<file path="src/design/bpmc_pkg.sv">
// shared constants and types for the bidirectional port mode control block
// assumes a single 20 MHz clock; all strap pins arrive as digitised pin voltage codes
`default_nettype none

package bpmc_pkg;

    // clock
    localparam int CLK_PERIOD_NS = 50;

    // pin voltage code: full scale equals the supply
    localparam int CODE_W = 8;
    localparam int THR_LR_TENTHS = 2;
    localparam int THR_RF_TENTHS = 5;
    localparam int THR_FH_TENTHS = 8;
    localparam int FLOAT_NUM = 2;
    localparam int FLOAT_DEN = 3;

    // timing: least times, rounded up to whole cycles
    localparam int DEBOUNCE_TIME_NS = 10000;
    localparam int DEBOUNCE_CYCLES = (DEBOUNCE_TIME_NS + CLK_PERIOD_NS - 1) / CLK_PERIOD_NS;
    localparam int DRAIN_TIME_NS = 500;
    localparam int DRAIN_CYCLES = (DRAIN_TIME_NS + CLK_PERIOD_NS - 1) / CLK_PERIOD_NS;
    localparam int CDR_RESET_TIME_NS = 1000;
    localparam int CDR_RESET_CYCLES = (CDR_RESET_TIME_NS + CLK_PERIOD_NS - 1) / CLK_PERIOD_NS;
    localparam int POR_READY_TIME_MS = 50;
    localparam int POR_READY_CYCLES = (POR_READY_TIME_MS * 1000000 + CLK_PERIOD_NS - 1)
        / CLK_PERIOD_NS;

    // four-level strap states
    typedef enum logic [1:0] {
        LVL_L = 2'h0,
        LVL_R = 2'h1,
        LVL_F = 2'h2,
        LVL_H = 2'h3
    } bpmc_level_type;

    // port mode sequencer states, one-hot
    typedef enum logic [4:0] {
        ST_STRAP = 5'h01,
        ST_EQ = 5'h02,
        ST_DRV = 5'h04,
        ST_QUIET = 5'h08,
        ST_CDR_RST = 5'h10
    } bpmc_state_type;

endpackage

`default_nettype wire

</file>
<file path="src/design/bpmc_level_pin.sv">
// four-level strap pin conditioner: decode, two-flop resync, debounce
// assumes pin_code is a sampled pin voltage with full scale equal to the supply
`timescale 1ns/10ps
`default_nettype none

module bpmc_level_pin #(
    parameter int CODE_W = bpmc_pkg::CODE_W,
    parameter int DEBOUNCE_CYCLES = bpmc_pkg::DEBOUNCE_CYCLES
) (
    input wire logic clk,
    input wire logic reset,
    input wire logic [CODE_W-1:0] pin_code,
    input wire logic pin_open,
    output var bpmc_pkg::bpmc_level_type level,
    output logic level_valid,
    output logic level_high
);
    localparam int SW = CODE_W + 4;
    localparam int FULL = (1 << CODE_W) - 1;
    localparam int CNT_W = $clog2(DEBOUNCE_CYCLES + 1);
    localparam logic [SW-1:0] T_LR = SW'(FULL * bpmc_pkg::THR_LR_TENTHS);
    localparam logic [SW-1:0] T_RF = SW'(FULL * bpmc_pkg::THR_RF_TENTHS);
    localparam logic [SW-1:0] T_FH = SW'(FULL * bpmc_pkg::THR_FH_TENTHS);
    localparam logic [CODE_W-1:0] FLOAT_CODE =
        CODE_W'((FULL * bpmc_pkg::FLOAT_NUM) / bpmc_pkg::FLOAT_DEN);
    localparam logic [SW-1:0] TEN = SW'(10);

    wire logic [CODE_W-1:0] eff_code;
    wire logic [SW-1:0] scaled;
    bpmc_pkg::bpmc_level_type raw_level;
    bpmc_pkg::bpmc_level_type sync1;
    bpmc_pkg::bpmc_level_type sync2;
    bpmc_pkg::bpmc_level_type candidate;
    logic [CNT_W-1:0] cnt;
    wire logic settled;

    // an open pin sits at the internal bias point
    assign eff_code = pin_open ? FLOAT_CODE : pin_code; // RULE13
    assign scaled = SW'(eff_code) * TEN;
    // thresholds at tenths of full scale; equality falls to the upper state
    assign raw_level = (scaled < T_LR) ? bpmc_pkg::LVL_L :
                       (scaled < T_RF) ? bpmc_pkg::LVL_R :
                       (scaled < T_FH) ? bpmc_pkg::LVL_F : bpmc_pkg::LVL_H; // RULE12
    assign settled = (cnt == CNT_W'(DEBOUNCE_CYCLES - 1));

    // two-flop resync; sync1 feeds only sync2
    always_ff @(posedge clk or posedge reset) begin
        if (reset) begin
            sync1 <= bpmc_pkg::LVL_L;
            sync2 <= bpmc_pkg::LVL_L;
        end else begin
            sync1 <= raw_level;
            sync2 <= sync1;
        end
    end

    // debounce: level only moves after the candidate held for the full count
    always_ff @(posedge clk or posedge reset) begin
        if (reset) begin
            candidate <= bpmc_pkg::LVL_L;
            cnt <= '0;
            level <= bpmc_pkg::LVL_L;
            level_valid <= 1'b0;
            level_high <= 1'b0;
        end else if (sync2 != candidate) begin
            candidate <= sync2;
            cnt <= '0;
        end else if (settled) begin
            level <= candidate; // RULE15
            level_high <= candidate[1];
            level_valid <= 1'b1;
        end else begin
            cnt <= cnt + CNT_W'(1);
        end
    end

    a_open_pin_float: assert property (@(posedge clk) disable iff (reset) // RULE13
        pin_open |-> raw_level == bpmc_pkg::LVL_F)
        else $error("open strap pin did not decode as float");
    a_level_extremes: assert property (@(posedge clk) disable iff (reset) // RULE12
        (!pin_open && (pin_code == '0)) |-> raw_level == bpmc_pkg::LVL_L)
        else $error("zero pin voltage did not decode as low");
    a_level_top: assert property (@(posedge clk) disable iff (reset) // RULE12
        (!pin_open && (pin_code == '1)) |-> raw_level == bpmc_pkg::LVL_H)
        else $error("full pin voltage did not decode as high");
    a_level_debounced: assert property (@(posedge clk) disable iff (reset) // RULE15
        $changed(level) |-> $past(settled) && ($past(candidate) == level))
        else $error("strap level changed without a full debounce count");

endmodule

`default_nettype wire

</file>
<file path="src/design/bpmc_port_control.sv">
// bidirectional coax port mode control: direction, routing and relock sequencing
// assumes strap pins as voltage codes, serial data as clk-rate bit samples,
// and an external analog reclocker driven by the recovery reset and source select
`timescale 1ns/10ps
`default_nettype none

// Summary of operation
// RULE1: direction select low gives equalizer mode: coax input, equalizer on, driver off.
// RULE2: direction select high gives driver mode: coax driven from host input.
// RULE3: coax equalizer and coax driver are never both enabled.
// RULE4: the direction level alone picks the mode and powers down the other way.
// RULE5: equalizer mode reclocks coax input onto the host differential output.
// RULE6: equalizer mode offers a reclocked loop-through on the secondary driver.
// RULE7: driver mode offers the reclocked host input on the secondary driver too.
// RULE8: driver mode can loop reclocked host input back on the host output.
// RULE9: the system straps the direction select before power is applied.
// RULE10: after power-up the direction may change either way at any time.
// RULE11: every direction change resets the clock recovery loop before relocking.
// RULE12: four-level pins decode at 0.2, 0.5 and 0.8 of supply.
// RULE13: an open four-level pin biases to two thirds supply and reads float.
// RULE14: the controller waits the ready time before management bus access.
// RULE15: selects are resynced and debounced; old drivers stop before new start.
module bpmc_port_control #(
    parameter int CODE_W = bpmc_pkg::CODE_W,
    parameter int DEBOUNCE_CYCLES = bpmc_pkg::DEBOUNCE_CYCLES,
    parameter int DRAIN_CYCLES = bpmc_pkg::DRAIN_CYCLES,
    parameter int CDR_RESET_CYCLES = bpmc_pkg::CDR_RESET_CYCLES,
    parameter int POR_READY_CYCLES = bpmc_pkg::POR_READY_CYCLES
) (
    input wire logic clk,
    input wire logic reset,
    input wire logic [CODE_W-1:0] direction_select_code,
    input wire logic direction_select_open,
    input wire logic [CODE_W-1:0] host_output_route_select_code,
    input wire logic host_output_route_select_open,
    input wire logic [CODE_W-1:0] secondary_driver_select_code,
    input wire logic secondary_driver_select_open,
    input wire logic line_coax_port_in,
    output logic line_coax_port_out,
    output logic line_coax_port_oe,
    input wire logic host_diff_input,
    output logic host_diff_output,
    output logic host_diff_output_enable,
    output logic secondary_coax_driver,
    output logic secondary_coax_driver_enable,
    output logic line_equalizer_enable,
    output logic host_equalizer_enable,
    output logic clock_recovery_reset,
    output logic clock_recovery_source_host,
    output logic equalizer_mode,
    output logic driver_mode,
    output logic mgmt_ready
);
    localparam int WAIT_MAX = (DRAIN_CYCLES > CDR_RESET_CYCLES) ? DRAIN_CYCLES : CDR_RESET_CYCLES;
    localparam int WAIT_W = $clog2(WAIT_MAX + 1);
    localparam int POR_W = $clog2(POR_READY_CYCLES + 1);
    localparam int A_RELOCK_MAX = 200;

    bpmc_pkg::bpmc_state_type state;
    bpmc_pkg::bpmc_state_type next_state;
    logic target_host;
    logic next_target_host;
    logic [WAIT_W-1:0] wait_cnt;
    logic [POR_W-1:0] por_cnt;
    logic reclocked;

    wire logic dir_valid;
    wire logic dir_high;
    wire logic route_valid;
    wire logic route_high;
    wire logic sec_valid;
    wire logic sec_high;

    // strap pins: L/R read as low, F/H read as high
    bpmc_level_pin #(.CODE_W(CODE_W), .DEBOUNCE_CYCLES(DEBOUNCE_CYCLES)) u_dir_pin (
        .clk(clk),
        .reset(reset),
        .pin_code(direction_select_code),
        .pin_open(direction_select_open),
        .level(),
        .level_valid(dir_valid),
        .level_high(dir_high)
    );
    bpmc_level_pin #(.CODE_W(CODE_W), .DEBOUNCE_CYCLES(DEBOUNCE_CYCLES)) u_route_pin (
        .clk(clk),
        .reset(reset),
        .pin_code(host_output_route_select_code),
        .pin_open(host_output_route_select_open),
        .level(),
        .level_valid(route_valid),
        .level_high(route_high)
    );
    bpmc_level_pin #(.CODE_W(CODE_W), .DEBOUNCE_CYCLES(DEBOUNCE_CYCLES)) u_sec_pin (
        .clk(clk),
        .reset(reset),
        .pin_code(secondary_driver_select_code),
        .pin_open(secondary_driver_select_open),
        .level(),
        .level_valid(sec_valid),
        .level_high(sec_high)
    );

    // state decodes and timer completion
    wire logic in_eq = (state == bpmc_pkg::ST_EQ);
    wire logic in_drv = (state == bpmc_pkg::ST_DRV);
    wire logic drain_done = (wait_cnt == WAIT_W'(DRAIN_CYCLES - 1));
    wire logic cdr_done = (wait_cnt == WAIT_W'(CDR_RESET_CYCLES - 1));
    wire logic dir_moved = dir_valid && (dir_high != target_host); // RULE10

    // mode sequencer: a direction change drains drivers, resets recovery, then relocks
    always_comb begin
        next_state = state;
        next_target_host = target_host;
        case (state)
            bpmc_pkg::ST_STRAP: begin
                if (dir_valid) begin
                    next_target_host = dir_high; // RULE4
                    next_state = bpmc_pkg::ST_CDR_RST;
                end
            end
            bpmc_pkg::ST_EQ, bpmc_pkg::ST_DRV: begin
                if (dir_moved) begin
                    next_target_host = dir_high; // RULE10
                    next_state = bpmc_pkg::ST_QUIET; // RULE15
                end
            end
            bpmc_pkg::ST_QUIET: begin
                if (drain_done) begin
                    next_state = bpmc_pkg::ST_CDR_RST; // RULE11
                end
            end
            bpmc_pkg::ST_CDR_RST: begin
                if (cdr_done) begin
                    next_state = target_host ? bpmc_pkg::ST_DRV : bpmc_pkg::ST_EQ; // RULE11
                end
            end
            default: begin
                next_state = bpmc_pkg::ST_STRAP;
            end
        endcase
    end

    // output plan, taken from the next state so every output is a flop
    wire logic ns_eq = (next_state == bpmc_pkg::ST_EQ);
    wire logic ns_drv = (next_state == bpmc_pkg::ST_DRV);
    wire logic ns_rst = (next_state == bpmc_pkg::ST_CDR_RST);
    wire logic ns_strap = (next_state == bpmc_pkg::ST_STRAP);
    wire logic route_loopback = route_valid && !route_high;
    wire logic sec_enabled = sec_valid && !sec_high;
    wire logic next_line_eq = ns_eq || (ns_rst && !next_target_host); // RULE1
    wire logic next_host_eq = ns_drv || (ns_rst && next_target_host); // RULE2
    // coax driver only in driver mode, which never overlaps the equalizer
    wire logic next_line_oe = ns_drv; // RULE3
    wire logic next_host_out = ns_eq || (ns_drv && route_loopback); // RULE5 RULE8
    wire logic next_sec_out = (ns_eq || ns_drv) && sec_enabled; // RULE6 RULE7
    wire logic next_cdr_reset = ns_rst || ns_strap; // RULE11
    wire logic cdr_in = target_host ? host_diff_input : line_coax_port_in;

    // state and timer; the timer restarts on every state change
    always_ff @(posedge clk or posedge reset) begin
        if (reset) begin
            state <= bpmc_pkg::ST_STRAP;
            target_host <= 1'b0;
            wait_cnt <= '0;
        end else begin
            state <= next_state;
            target_host <= next_target_host;
            wait_cnt <= (next_state != state) ? '0 : wait_cnt + WAIT_W'(1);
        end
    end

    // path enables and mode flags
    always_ff @(posedge clk or posedge reset) begin
        if (reset) begin
            line_equalizer_enable <= 1'b0;
            host_equalizer_enable <= 1'b0;
            line_coax_port_oe <= 1'b0;
            host_diff_output_enable <= 1'b0;
            secondary_coax_driver_enable <= 1'b0;
            clock_recovery_reset <= 1'b1;
            clock_recovery_source_host <= 1'b0;
            equalizer_mode <= 1'b0;
            driver_mode <= 1'b0;
        end else begin
            line_equalizer_enable <= next_line_eq;
            host_equalizer_enable <= next_host_eq;
            line_coax_port_oe <= next_line_oe;
            host_diff_output_enable <= next_host_out;
            secondary_coax_driver_enable <= next_sec_out;
            clock_recovery_reset <= next_cdr_reset;
            clock_recovery_source_host <= next_target_host;
            equalizer_mode <= ns_eq;
            driver_mode <= ns_drv;
        end
    end

    // reclocker stand-in: one sample of the selected input, quiet while in reset;
    // every driver carries the same reclocked bit, gated by its own enable
    always_ff @(posedge clk or posedge reset) begin
        if (reset) begin
            reclocked <= 1'b0;
            line_coax_port_out <= 1'b0;
            host_diff_output <= 1'b0;
            secondary_coax_driver <= 1'b0;
        end else begin
            reclocked <= clock_recovery_reset ? 1'b0 : cdr_in; // RULE5
            line_coax_port_out <= next_line_oe && reclocked; // RULE2
            host_diff_output <= next_host_out && reclocked; // RULE8
            secondary_coax_driver <= next_sec_out && reclocked; // RULE6 RULE7
        end
    end

    // management ready flag after the power-on ready time
    always_ff @(posedge clk or posedge reset) begin
        if (reset) begin
            por_cnt <= '0;
            mgmt_ready <= 1'b0;
        end else if (por_cnt == POR_W'(POR_READY_CYCLES - 1)) begin
            mgmt_ready <= 1'b1; // RULE14
        end else begin
            por_cnt <= por_cnt + POR_W'(1);
        end
    end

    a_equalizer_mode_paths: assert property (@(posedge clk) disable iff (reset) // RULE1
        equalizer_mode |-> line_equalizer_enable && !line_coax_port_oe && !host_equalizer_enable)
        else $error("equalizer mode without coax input path");
    a_drv_mode_paths: assert property (@(posedge clk) disable iff (reset) // RULE2
        driver_mode |-> line_coax_port_oe && host_equalizer_enable && !line_equalizer_enable)
        else $error("driver mode without coax driver path");
    a_no_both_dirs: assert property (@(posedge clk) disable iff (reset) // RULE3
        !(line_equalizer_enable && line_coax_port_oe))
        else $error("coax equalizer and driver enabled together");
    a_eq_host_out: assert property (@(posedge clk) disable iff (reset) // RULE5
        equalizer_mode |-> host_diff_output_enable && !clock_recovery_source_host
        && !clock_recovery_reset)
        else $error("equalizer mode host output not fed from coax");
    a_loop_through: assert property (@(posedge clk) disable iff (reset) // RULE6
        (in_eq && $past(in_eq) && reclocked && secondary_coax_driver_enable
        && $past(secondary_coax_driver_enable)) |=> secondary_coax_driver == host_diff_output
        || !equalizer_mode)
        else $error("loop-through copy differs from host output");
    a_fanout_data: assert property (@(posedge clk) disable iff (reset) // RULE7
        (driver_mode && secondary_coax_driver_enable) |-> secondary_coax_driver
        == line_coax_port_out)
        else $error("second cable driver differs from main driver");
    a_loopback_data: assert property (@(posedge clk) disable iff (reset) // RULE8
        (driver_mode && host_diff_output_enable) |-> host_diff_output == line_coax_port_out)
        else $error("host loopback differs from cable driver");
    a_relock_change: assert property (@(posedge clk) disable iff (reset) // RULE11
        (in_eq && dir_valid && dir_high) |=> !equalizer_mode ##[1:A_RELOCK_MAX]
        clock_recovery_reset)
        else $error("direction change did not reset clock recovery");
    a_drain_first: assert property (@(posedge clk) disable iff (reset) // RULE15
        $rose(line_coax_port_oe) |-> !$past(host_diff_output_enable)
        && !$past(secondary_coax_driver_enable) && $past(clock_recovery_reset))
        else $error("coax driver enabled before old drivers stopped");
    a_eq_after_reset: assert property (@(posedge clk) disable iff (reset) // RULE10
        $rose(equalizer_mode) |-> $past(clock_recovery_reset) && !clock_recovery_source_host)
        else $error("equalizer mode entered without recovery reset");

    // sequencer checks: the handover states must keep every driver quiet
    a_relock_drv: assert property (@(posedge clk) disable iff (reset) // RULE11
        (in_drv && dir_valid && !dir_high) |=> !driver_mode ##[1:A_RELOCK_MAX]
        clock_recovery_reset)
        else $error("direction change did not reset clock recovery");
    a_quiet_off: assert property (@(posedge clk) disable iff (reset) // RULE15
        (state == bpmc_pkg::ST_QUIET) |-> !line_coax_port_oe
        && !host_diff_output_enable && !secondary_coax_driver_enable)
        else $error("driver left on while draining");
    a_cdr_rst_hold: assert property (@(posedge clk) disable iff (reset) // RULE11
        (state == bpmc_pkg::ST_CDR_RST) |-> clock_recovery_reset)
        else $error("recovery reset low during relock");
    a_cdr_rst_len: assert property (@(posedge clk) disable iff (reset) // RULE11
        $fell(clock_recovery_reset) |-> $past(cdr_done))
        else $error("recovery reset released early");
    a_strap_idle: assert property (@(posedge clk) disable iff (reset) // RULE4
        (state == bpmc_pkg::ST_STRAP) |-> !equalizer_mode && !driver_mode
        && !line_coax_port_oe)
        else $error("mode active before strap settled");
    a_modes_apart: assert property (@(posedge clk) disable iff (reset) // RULE3
        !(equalizer_mode && driver_mode))
        else $error("both modes flagged");
    a_drv_source: assert property (@(posedge clk) disable iff (reset) // RULE2
        driver_mode |-> clock_recovery_source_host && !clock_recovery_reset)
        else $error("driver mode not fed from host input");

    // routing straps: each enable must follow its strap in a steady mode
    a_loopback_on: assert property (@(posedge clk) disable iff (reset) // RULE8
        (in_drv && ns_drv && route_loopback) |=> host_diff_output_enable)
        else $error("host loopback not enabled");
    a_loopback_off: assert property (@(posedge clk) disable iff (reset) // RULE8
        (in_drv && ns_drv && !route_loopback) |=> !host_diff_output_enable)
        else $error("host loopback enabled against strap");
    a_sec_enable: assert property (@(posedge clk) disable iff (reset) // RULE6
        (((in_eq && ns_eq) || (in_drv && ns_drv)) && sec_enabled)
        |=> secondary_coax_driver_enable)
        else $error("secondary driver not enabled");

    // a disabled driver must show a quiet line, not stale data
    a_line_quiet: assert property (@(posedge clk) disable iff (reset) // RULE2
        !line_coax_port_oe |-> !line_coax_port_out)
        else $error("coax data while driver off");
    a_host_quiet: assert property (@(posedge clk) disable iff (reset) // RULE5
        !host_diff_output_enable |-> !host_diff_output)
        else $error("host data while output off");
    a_sec_quiet: assert property (@(posedge clk) disable iff (reset) // RULE6
        !secondary_coax_driver_enable |-> !secondary_coax_driver)
        else $error("secondary data while driver off");
    a_ready_holds: assert property (@(posedge clk) disable iff (reset) // RULE14
        mgmt_ready |=> mgmt_ready)
        else $error("ready flag dropped");

endmodule

`default_nettype wire

</file>
<file path="config.mk">
export PLATFORM = sky130hd
export DESIGN_NAME = bpmc_port_control
export DESIGN_NICKNAME = d
export VERILOG_FILES = /design/src/design/bpmc_pkg.sv /design/src/design/bpmc_level_pin.sv /design/src/design/bpmc_port_control.sv
export SDC_FILE = /design/constraint.sdc
export NUM_CORES = 1
export LEC_CHECK = 0
export ABC_CLOCK_PERIOD_IN_PS = 2530
export BUFFER_PORTS_ARGS = -buffer_cell sky130_fd_sc_hd__buf_2
export CAP_MARGIN = 10
export CORE_UTILIZATION = 40
export CTS_CLUSTER_SIZE = 8
export DETAILED_ROUTE_END_ITERATION = 16
export PLACE_DENSITY = 0.6
export REMOVE_ABC_BUFFERS = 1
export SLEW_MARGIN = 40
export SYNTH_ARGS = -nofsm -noshare
export SYNTH_HDL_FRONTEND = slang
export SYNTH_SLANG_ARGS = --single-unit
</file>
<file path="constraint.sdc">
create_clock -name clk -period 2.53 [get_ports clk]
set_input_delay 0 -clock clk [delete_from_list [all_inputs] [get_ports clk]]
set_output_delay 0 -clock clk [all_outputs]
set_load 0.05 [all_outputs]
</file>
==> impl_metrics.toml, run 1 <==
[clock_tree]
cts_buffer_depth = 2
clkLatencyLatePin_ns = 0.33
cts.clk_slew.worst_paths_ns = 0.06
clock-root-buffer = "clkbuf_16"
htreeDepth = 3
clock_sinks = 91
cts_buffers = 9
cts_tree = "done"

[power_and_ir_drop]
power.share.switching_pct = 26.4
combPwrFrac_pct = 18.0
p_leak_nw = 2.88
netSwitchingPower_w = 0.000941
p_per_area_nw_per_um2 = 574
p_int_w = 0.00262
sequentialPowerShare_pct = 45.7
power_w = 0.00356
peakVddDrop_mv = 0.325
pwr-share-clk_pct = 36.4

[setup_path]
cp_cell_sequence = "buf_6, or2_4, ha_4, ha_4, fa_2, nand2_2, or4_4, o32ai_4, nor3_2, or4_1"
critical_path_class = "input port to flip-flop"
crit_path_top_delay_cell = "or4_4"
end_kind = "flip-flop"
path_common_cell = "ha_4"
cp.arrival_ns = 2.72
worstPathMaxFanout = 2
cp_num_buf_inv = 1
worstPathRequired_ns = 2.73
critPathMaxStageDelay_ns = 0.55
cpLargestDelayFamily = "simple AND/OR/NAND/NOR gates"
crit_path_start_kind = "input port"

[layout]
drive_gt1_share_pct = 21.7
fin_cells = 767
mostFrequentLayoutCell = "dfrtp_1"
fin_nets = 655
finish.utilization_pct = 49.3
final_cell_mix = "dfrtp_1 (89), nor2_1 (55), xnor2_1 (43)"
insertedDiodeCount = 0
synthToLayoutAreaGrowth_pct = 20.2

[timing]
fin_crit_ns = 2.52
finalMaxSlewViolations = 0
tightest_slew_ns = 0.636
finalCritPeriodShare_pct = 99.7
fmax_ghz = 0.396
finalHoldViolCount = 0
rsz0062_at_grt = "true"
finClkSkew_ns = 0.00623
setup_viol = 0
slew_headroom_pct = 57.6

[floorplan]
coreArea_um2 = 12600
die_y_um = 116
ios = 44
die_w_um = 116
placement_rows = 41
initial_core_util_pct = 41.0
die-area_um2 = 13300

[grt]
grt_max_degree = 38
grt_util_met2_pct = 26.6
grt_use_met1_pct = 18.8
grt-ovfl-total = 0
grt_pass1_wl_um = 16400
use_met3_pct = 2.35
antenna_found_initial = 0
grt_pass1_vias = 3856
grt_usage_pct = 15.2
busiest_layer = "met2"

[logic_synthesis]
ys_warn_count = 0
synth_cells = 513
netlist_area_um2 = 5150
synth_ff_type = "dfrtp_1"
yosysTopAreaCell = "dfrtp_1"
yosys-top-cells-area = "dfrtp_1 (43%), xnor2_1 (7.3%), ha_1 (7.3%), xor2_1 (4.2%), nor2_1 (4.1%)"
yosysTopAreaCellShare_pct = 43.2
synthArstFlopShare_pct = 100
ys_types = 60
ys_ff_latch = 91
synth-edff-count = 0
avgSynthCellArea_um2 = 10.0
seq_area_frac_synth_pct = 44.2

[detailed_routing]
dr.pass1.iters = 12
ant_nets = 0
viasPerCell = 5.08
drtIter0Drc = 133
dr_total_vias = 3898
routed_wl_um = 9300
drc = 2
wire_per_inst_um = 12.1

[worst_hold_path]
worstHoldPathType = "input port to flip-flop"

[place]
dpl.hpwl_um = 6980
io_buffers = 43
place_congestion = 0.796
place_inst = 746

[run]
cap_violations = 0

[status]
failed_checks = "DRC"
status = "complete, but fails checks"
## state kept, by name (all words and copies together), names as in the netlist, 2 cells and up
| name | count |
|---|---|
| u_sec_pin.sync1 | 2 |
| wait_cnt | 5 |
| por_cnt | 20 |
| u_route_pin.candidate | 2 |
| u_dir_pin.sync2 | 2 |
| state | 5 |
| u_route_pin.sync2 | 2 |
| u_route_pin.cnt | 8 |
| u_sec_pin.cnt | 8 |
| u_sec_pin.candidate | 2 |
| u_dir_pin.sync1 | 2 |
| u_dir_pin.cnt | 8 |
| u_sec_pin.sync2 | 2 |
| u_dir_pin.candidate | 2 |
| u_route_pin.sync1 | 2 |
## stage by stage
stage                     setup TNS [ns]  hold WS, ns  area (um2)  worst slack, ns
after floorplan                   -0.270        0.153        5100           -0.218
after global routing             -0.0622       0.0938        6200          -0.0622
after CTS                              0       0.0326        6110           0.0247
final                                  0       0.0592        6200          0.00633
after global placement            -0.906        0.103        5770           -0.430
after detailed placement           -1.10        0.103        5770           -0.464
## worst paths after layout
check | start | endpoint | slack [ns] | cells past startpoint
min in group asynchronous | reset | mgmt_ready | 0.27 | 3
worst max register to register | wait_cnt[1] | host_equalizer_enable | 0.19 | 8
max in group asynchronous | reset | state[0] | 1.52 | 4
worst max-delay path | secondary_driver_select_code[3] | u_sec_pin.sync1[0] | 0.006 | 10
worst min-delay path | secondary_driver_select_code[7] | u_sec_pin.sync1[1] | 0.06 | 3
worst min register to register | u_sec_pin.sync1[1] | u_sec_pin.sync2[1] | 0.35 | 0
## tightest hold or removal path, cell delays in order
cell	delay, ns
buf_2	0.14
nor2_1	0.07
o22ai_1	0.12
## synthesized netlist by cell type (3+ instances only)
master    count
mux2i_1       3
nor4_1        4
nor2b_1      10
nand4_1       9
inv_1        18
xor2_1       25
or3_1         5
or4_1         3
o21bai_1      5
a21o_1       11
clkbuf_1     10
mux2_2        6
o21a_1        3
and3b_1       5
nor3_1       11
and3_1       10
nand2b_1      6
nor4bb_1      4
nand3_1      24
nor4b_1       4
xnor2_1      43
fa_1          3
nand2_1      27
a211oi_1      4
ha_1         30
a21oi_1      20
o22ai_1       5
dfrtp_1      89
o21ai_0      17
or2_2         9
nor2_1       56
## cells by family after synthesis
kind of cell    count (synthesis)  share of synthesized area [%]
simple gates                  201                           21.1
compound gates                 81                           10.5
buf+inv                        30                           2.28
flops                          91                           44.2
xor+xnor                       68                           11.6
mux                             9                           1.89
fa+ha+maj                      33                           8.45
## timing repair
action / 4_1_cts / 5_1_grt
hold buffers: 4 / 0
endpoints found under the setup margin: 1 / 2
pin swaps: 1 / 9
hold endpoints to repair: 37 / 0
buffers inserted: 0 / 2
gates resized for setup: 2 / 14
## cell type report
class                   count  area (um2)
fillers                  1164        6370
multi-input cells         392        2820
flip-flops and latches     91        2280
repair buffers             79         524
clock buffers               9         225
well taps                 172         215
inverters                  18        68.8
clock inverters             6        65.1
## power by group through the flow
stage / clock network (W) / registers [W] / logic [W]
floorplan: 0 / 0.00164 / 0.000421
global placement: 0 / 0.00165 / 0.000590
detailed placement: 0 / 0.00165 / 0.000611
CTS: 0.00134 / 0.00163 / 0.000620
global route: 0.00139 / 0.00164 / 0.000725
finish: 0.00129 / 0.00162 / 0.000639
## layer usage
metal | wire length, um | up-vias | share of wire, %
met5 | 0 | - | 0
met4 | 163 | 0 | 1.8
met3 | 254 | 13 | 2.7
met2 | 4530 | 64 | 49
met1 | 4350 | 1860 | 47
li1 | - | 1961 | -
No activity file was read; power rests on OpenSTA's default activity.
==> run 2: changes to the inputs <==
--- a/config.mk
+++ b/config.mk
@@ -13,6 +13,7 @@
 export DETAILED_ROUTE_END_ITERATION = 16
 export PLACE_DENSITY = 0.6
 export REMOVE_ABC_BUFFERS = 1
+export SETUP_SLACK_MARGIN = 0.15
 export SLEW_MARGIN = 40
 export SYNTH_ARGS = -nofsm -noshare
 export SYNTH_HDL_FRONTEND = slang
==> run 2 against run 1 <==
Compared with the run above:
- the run still ends with DRC left
- power increased by 0.39%
- global-route usage increased by 0.20 points
- die area unchanged
- fmax increased by 5.9%
- first-iteration DRC count increased by 49%
- final cell count decreased by 0.13%
- flip-flop and latch count unchanged
- clock-buffer cell count unchanged
- largest cell class unchanged
- largest power group unchanged
- highest routed layer unchanged
==> impl_metrics.toml, run 2 (same netlist as run 1, synthesis figures left out) <==
[layout]
insertedDiodeCount = 0
fin_nets = 654
synthToLayoutAreaGrowth_pct = 20.8
largest_reg_flops = 20
drive_gt1_share_pct = 23.4
final_cell_mix = "dfrtp_1 (89), nor2_1 (53), xnor2_1 (43), buf_2 (43), buf_4 (30)"
mostFrequentLayoutCell = "dfrtp_1"
regMostFlops = "por_cnt"

[setup_path]
end_kind = "flip-flop"
crit_path_top_delay_cell = "or4_4"
r2r-end = "secondary_coax_driver"
worstPathMaxFanout = 4
path_common_cell = "ha_4"
critical_path_class = "input port to flip-flop"
ff2ff_setup_slack_ns = 0.32
cp_num_buf_inv = 1
rr_worst_depth = 6
worstPathRequired_ns = 2.73
cpLargestDelayFamily = "simple AND/OR/NAND/NOR gates"
cp_cell_sequence = "buf_2, or2_4, ha_4, ha_4, fa_2, xnor2_1, or4_4, o32ai_4, nor3_1, or4_1"
critPathMaxStageDelay_ns = 0.51
path_depth = 10
cp.arrival_ns = 2.58
crit_path_start_kind = "input port"
timing.rr.start = "state[1]"

[floorplan]
placement_rows = 41
die_y_um = 116
die_w_um = 116
initial_core_util_pct = 41.0
coreArea_um2 = 12600
die-area_um2 = 13300
ios = 44

[timing]
rsz0062_at_grt = "true"
finalCritPeriodShare_pct = 94.2
finClkSkew_ns = 0.00630
holdWs_ns = 0.0569
fmax_ghz = 0.420
finalMaxSlewViolations = 0
setup_viol = 0
slew_headroom_pct = 57.6
setup_tns_ns = 0
tightest_slew_ns = 0.635
fin_crit_ns = 2.38
finalHoldViolCount = 0

[status]
failed_checks = "DRC"
status = "complete, but fails checks"

[clock_tree]
cts.clk_slew.worst_paths_ns = 0.06
cts_tree = "done"
cts_buffers = 9
htreeDepth = 3
clkLatencyLatePin_ns = 0.33
cts_buffer_depth = 2
clock-root-buffer = "clkbuf_16"
clock_sinks = 91

[detailed_routing]
viasPerCell = 5.10
drt-met1-wl_um = 4480
drc = 2
routed.top_layer = "met4"
drtIter0Drc = 198
ant_nets = 0
wire_per_inst_um = 12.4
wl_met3_um = 210
routed_wl_um = 9470
dr_total_vias = 3904
dr.pass1.iters = 10
wl_met2_um = 4630

[grt]
grt_pass1_vias = 3906
grt_max_degree = 38
grt-ovfl-total = 0
grt_pass1_wl_um = 16700
grt_usage_pct = 15.4
antenna_found_initial = 0

[run]
cap_violations = 0

[power_and_ir_drop]
p_per_area_nw_per_um2 = 574
p_leak_nw = 2.87
peakVddDrop_mv = 0.323

[place]
dpl.hpwl_um = 6980
io_buffers = 43
place_congestion = 0.796

[worst_hold_path]
hold_start = "direction_select_code[7]"
worstHoldPathType = "input port to flip-flop"
hold-path-endpoint = "u_dir_pin.sync1[1]"
hold_depth = 3
## run 2: worst register-to-register path, stage by stage, from the launching register on
cell and delay [ns]:
dfrtp_1 0.47, or3_4 0.43, nor3b_1 0.33, a21oi_1 0.15, o221a_2 0.21, o22a_1 0.31
a211oi_2 0.24
## run 2: power breakdown
part / switching [W] / internal, W / total [W] / leakage, nW
sequential: 0.0000631 / 0.00156 / 0.00163 / 1.20
combinational: 0.000354 / 0.000297 / 0.000652 / 1.53
clock: 0.000533 / 0.000762 / 0.00130 / 0.142
## run 2: area by class of cell
| cell class | count | area [um2] |
|---|---|---|
| sequential | 91 | 2280 |
| clock inverter | 6 | 65.1 |
| fill | 1170 | 6340 |
| multi-input combinational | 392 | 2870 |
| timing repair buffer | 78 | 500 |
| inverter | 18 | 68.8 |
| tap | 172 | 215 |
| clock buffer | 9 | 225 |
## run 2: timing repair
| action | in CTS | in global routing |
|---|---|---|
| resized for setup | 8 | 16 |
| setup buffers | 1 | 0 |
| hold endpoints to repair | 37 | 0 |
| pin swaps | 4 | 5 |
| setup endpoints to repair | 3 | 10 |
| hold buffers | 4 | 0 |
## run 2: through the flow
step | util, % | power (W) | setup slack (ns) | std cells | cell area [um2]
after floorplan | - | 0.00206 | -0.218 | 501 | 5100
after global placement | 45.9 | 0.00224 | -0.430 | 746 | 5770
after detailed placement | 45.9 | 0.00226 | -0.464 | 746 | 5770
after CTS | 49.0 | 0.00360 | 0.151 | 766 | 6150
after global routing | 49.5 | 0.00377 | 0.0405 | 766 | 6220
final | 49.5 | 0.00357 | 0.147 | 766 | 6220
## run 2: metal layers
| metal | global-route usage [%] | vias up |
|---|---|---|
| met3 | 2.46 | 15 |
| li1 | - | 1953 |
| met5 | 0 | - |
| met4 | 5.45 | 0 |
| met2 | 27.2 | 51 |
| met1 | 18.9 | 1885 |
## run 2: worst max path at each step
stage / slack (ns) / end / startpoint
2_1_floorplan: -0.22 / u_sec_pin.sync1[0] / secondary_driver_select_open
3_5_place_dp: -0.46 / u_sec_pin.sync1[0] / secondary_driver_select_open
3_3_place_gp: -0.43 / u_sec_pin.sync1[0] / secondary_driver_select_open
5_1_grt: 0.04 / u_sec_pin.sync1[0] / secondary_driver_select_open
4_1_cts: 0.15 / u_sec_pin.sync1[0] / secondary_driver_select_open
6_report: 0.15 / u_sec_pin.sync1[0] / secondary_driver_select_open
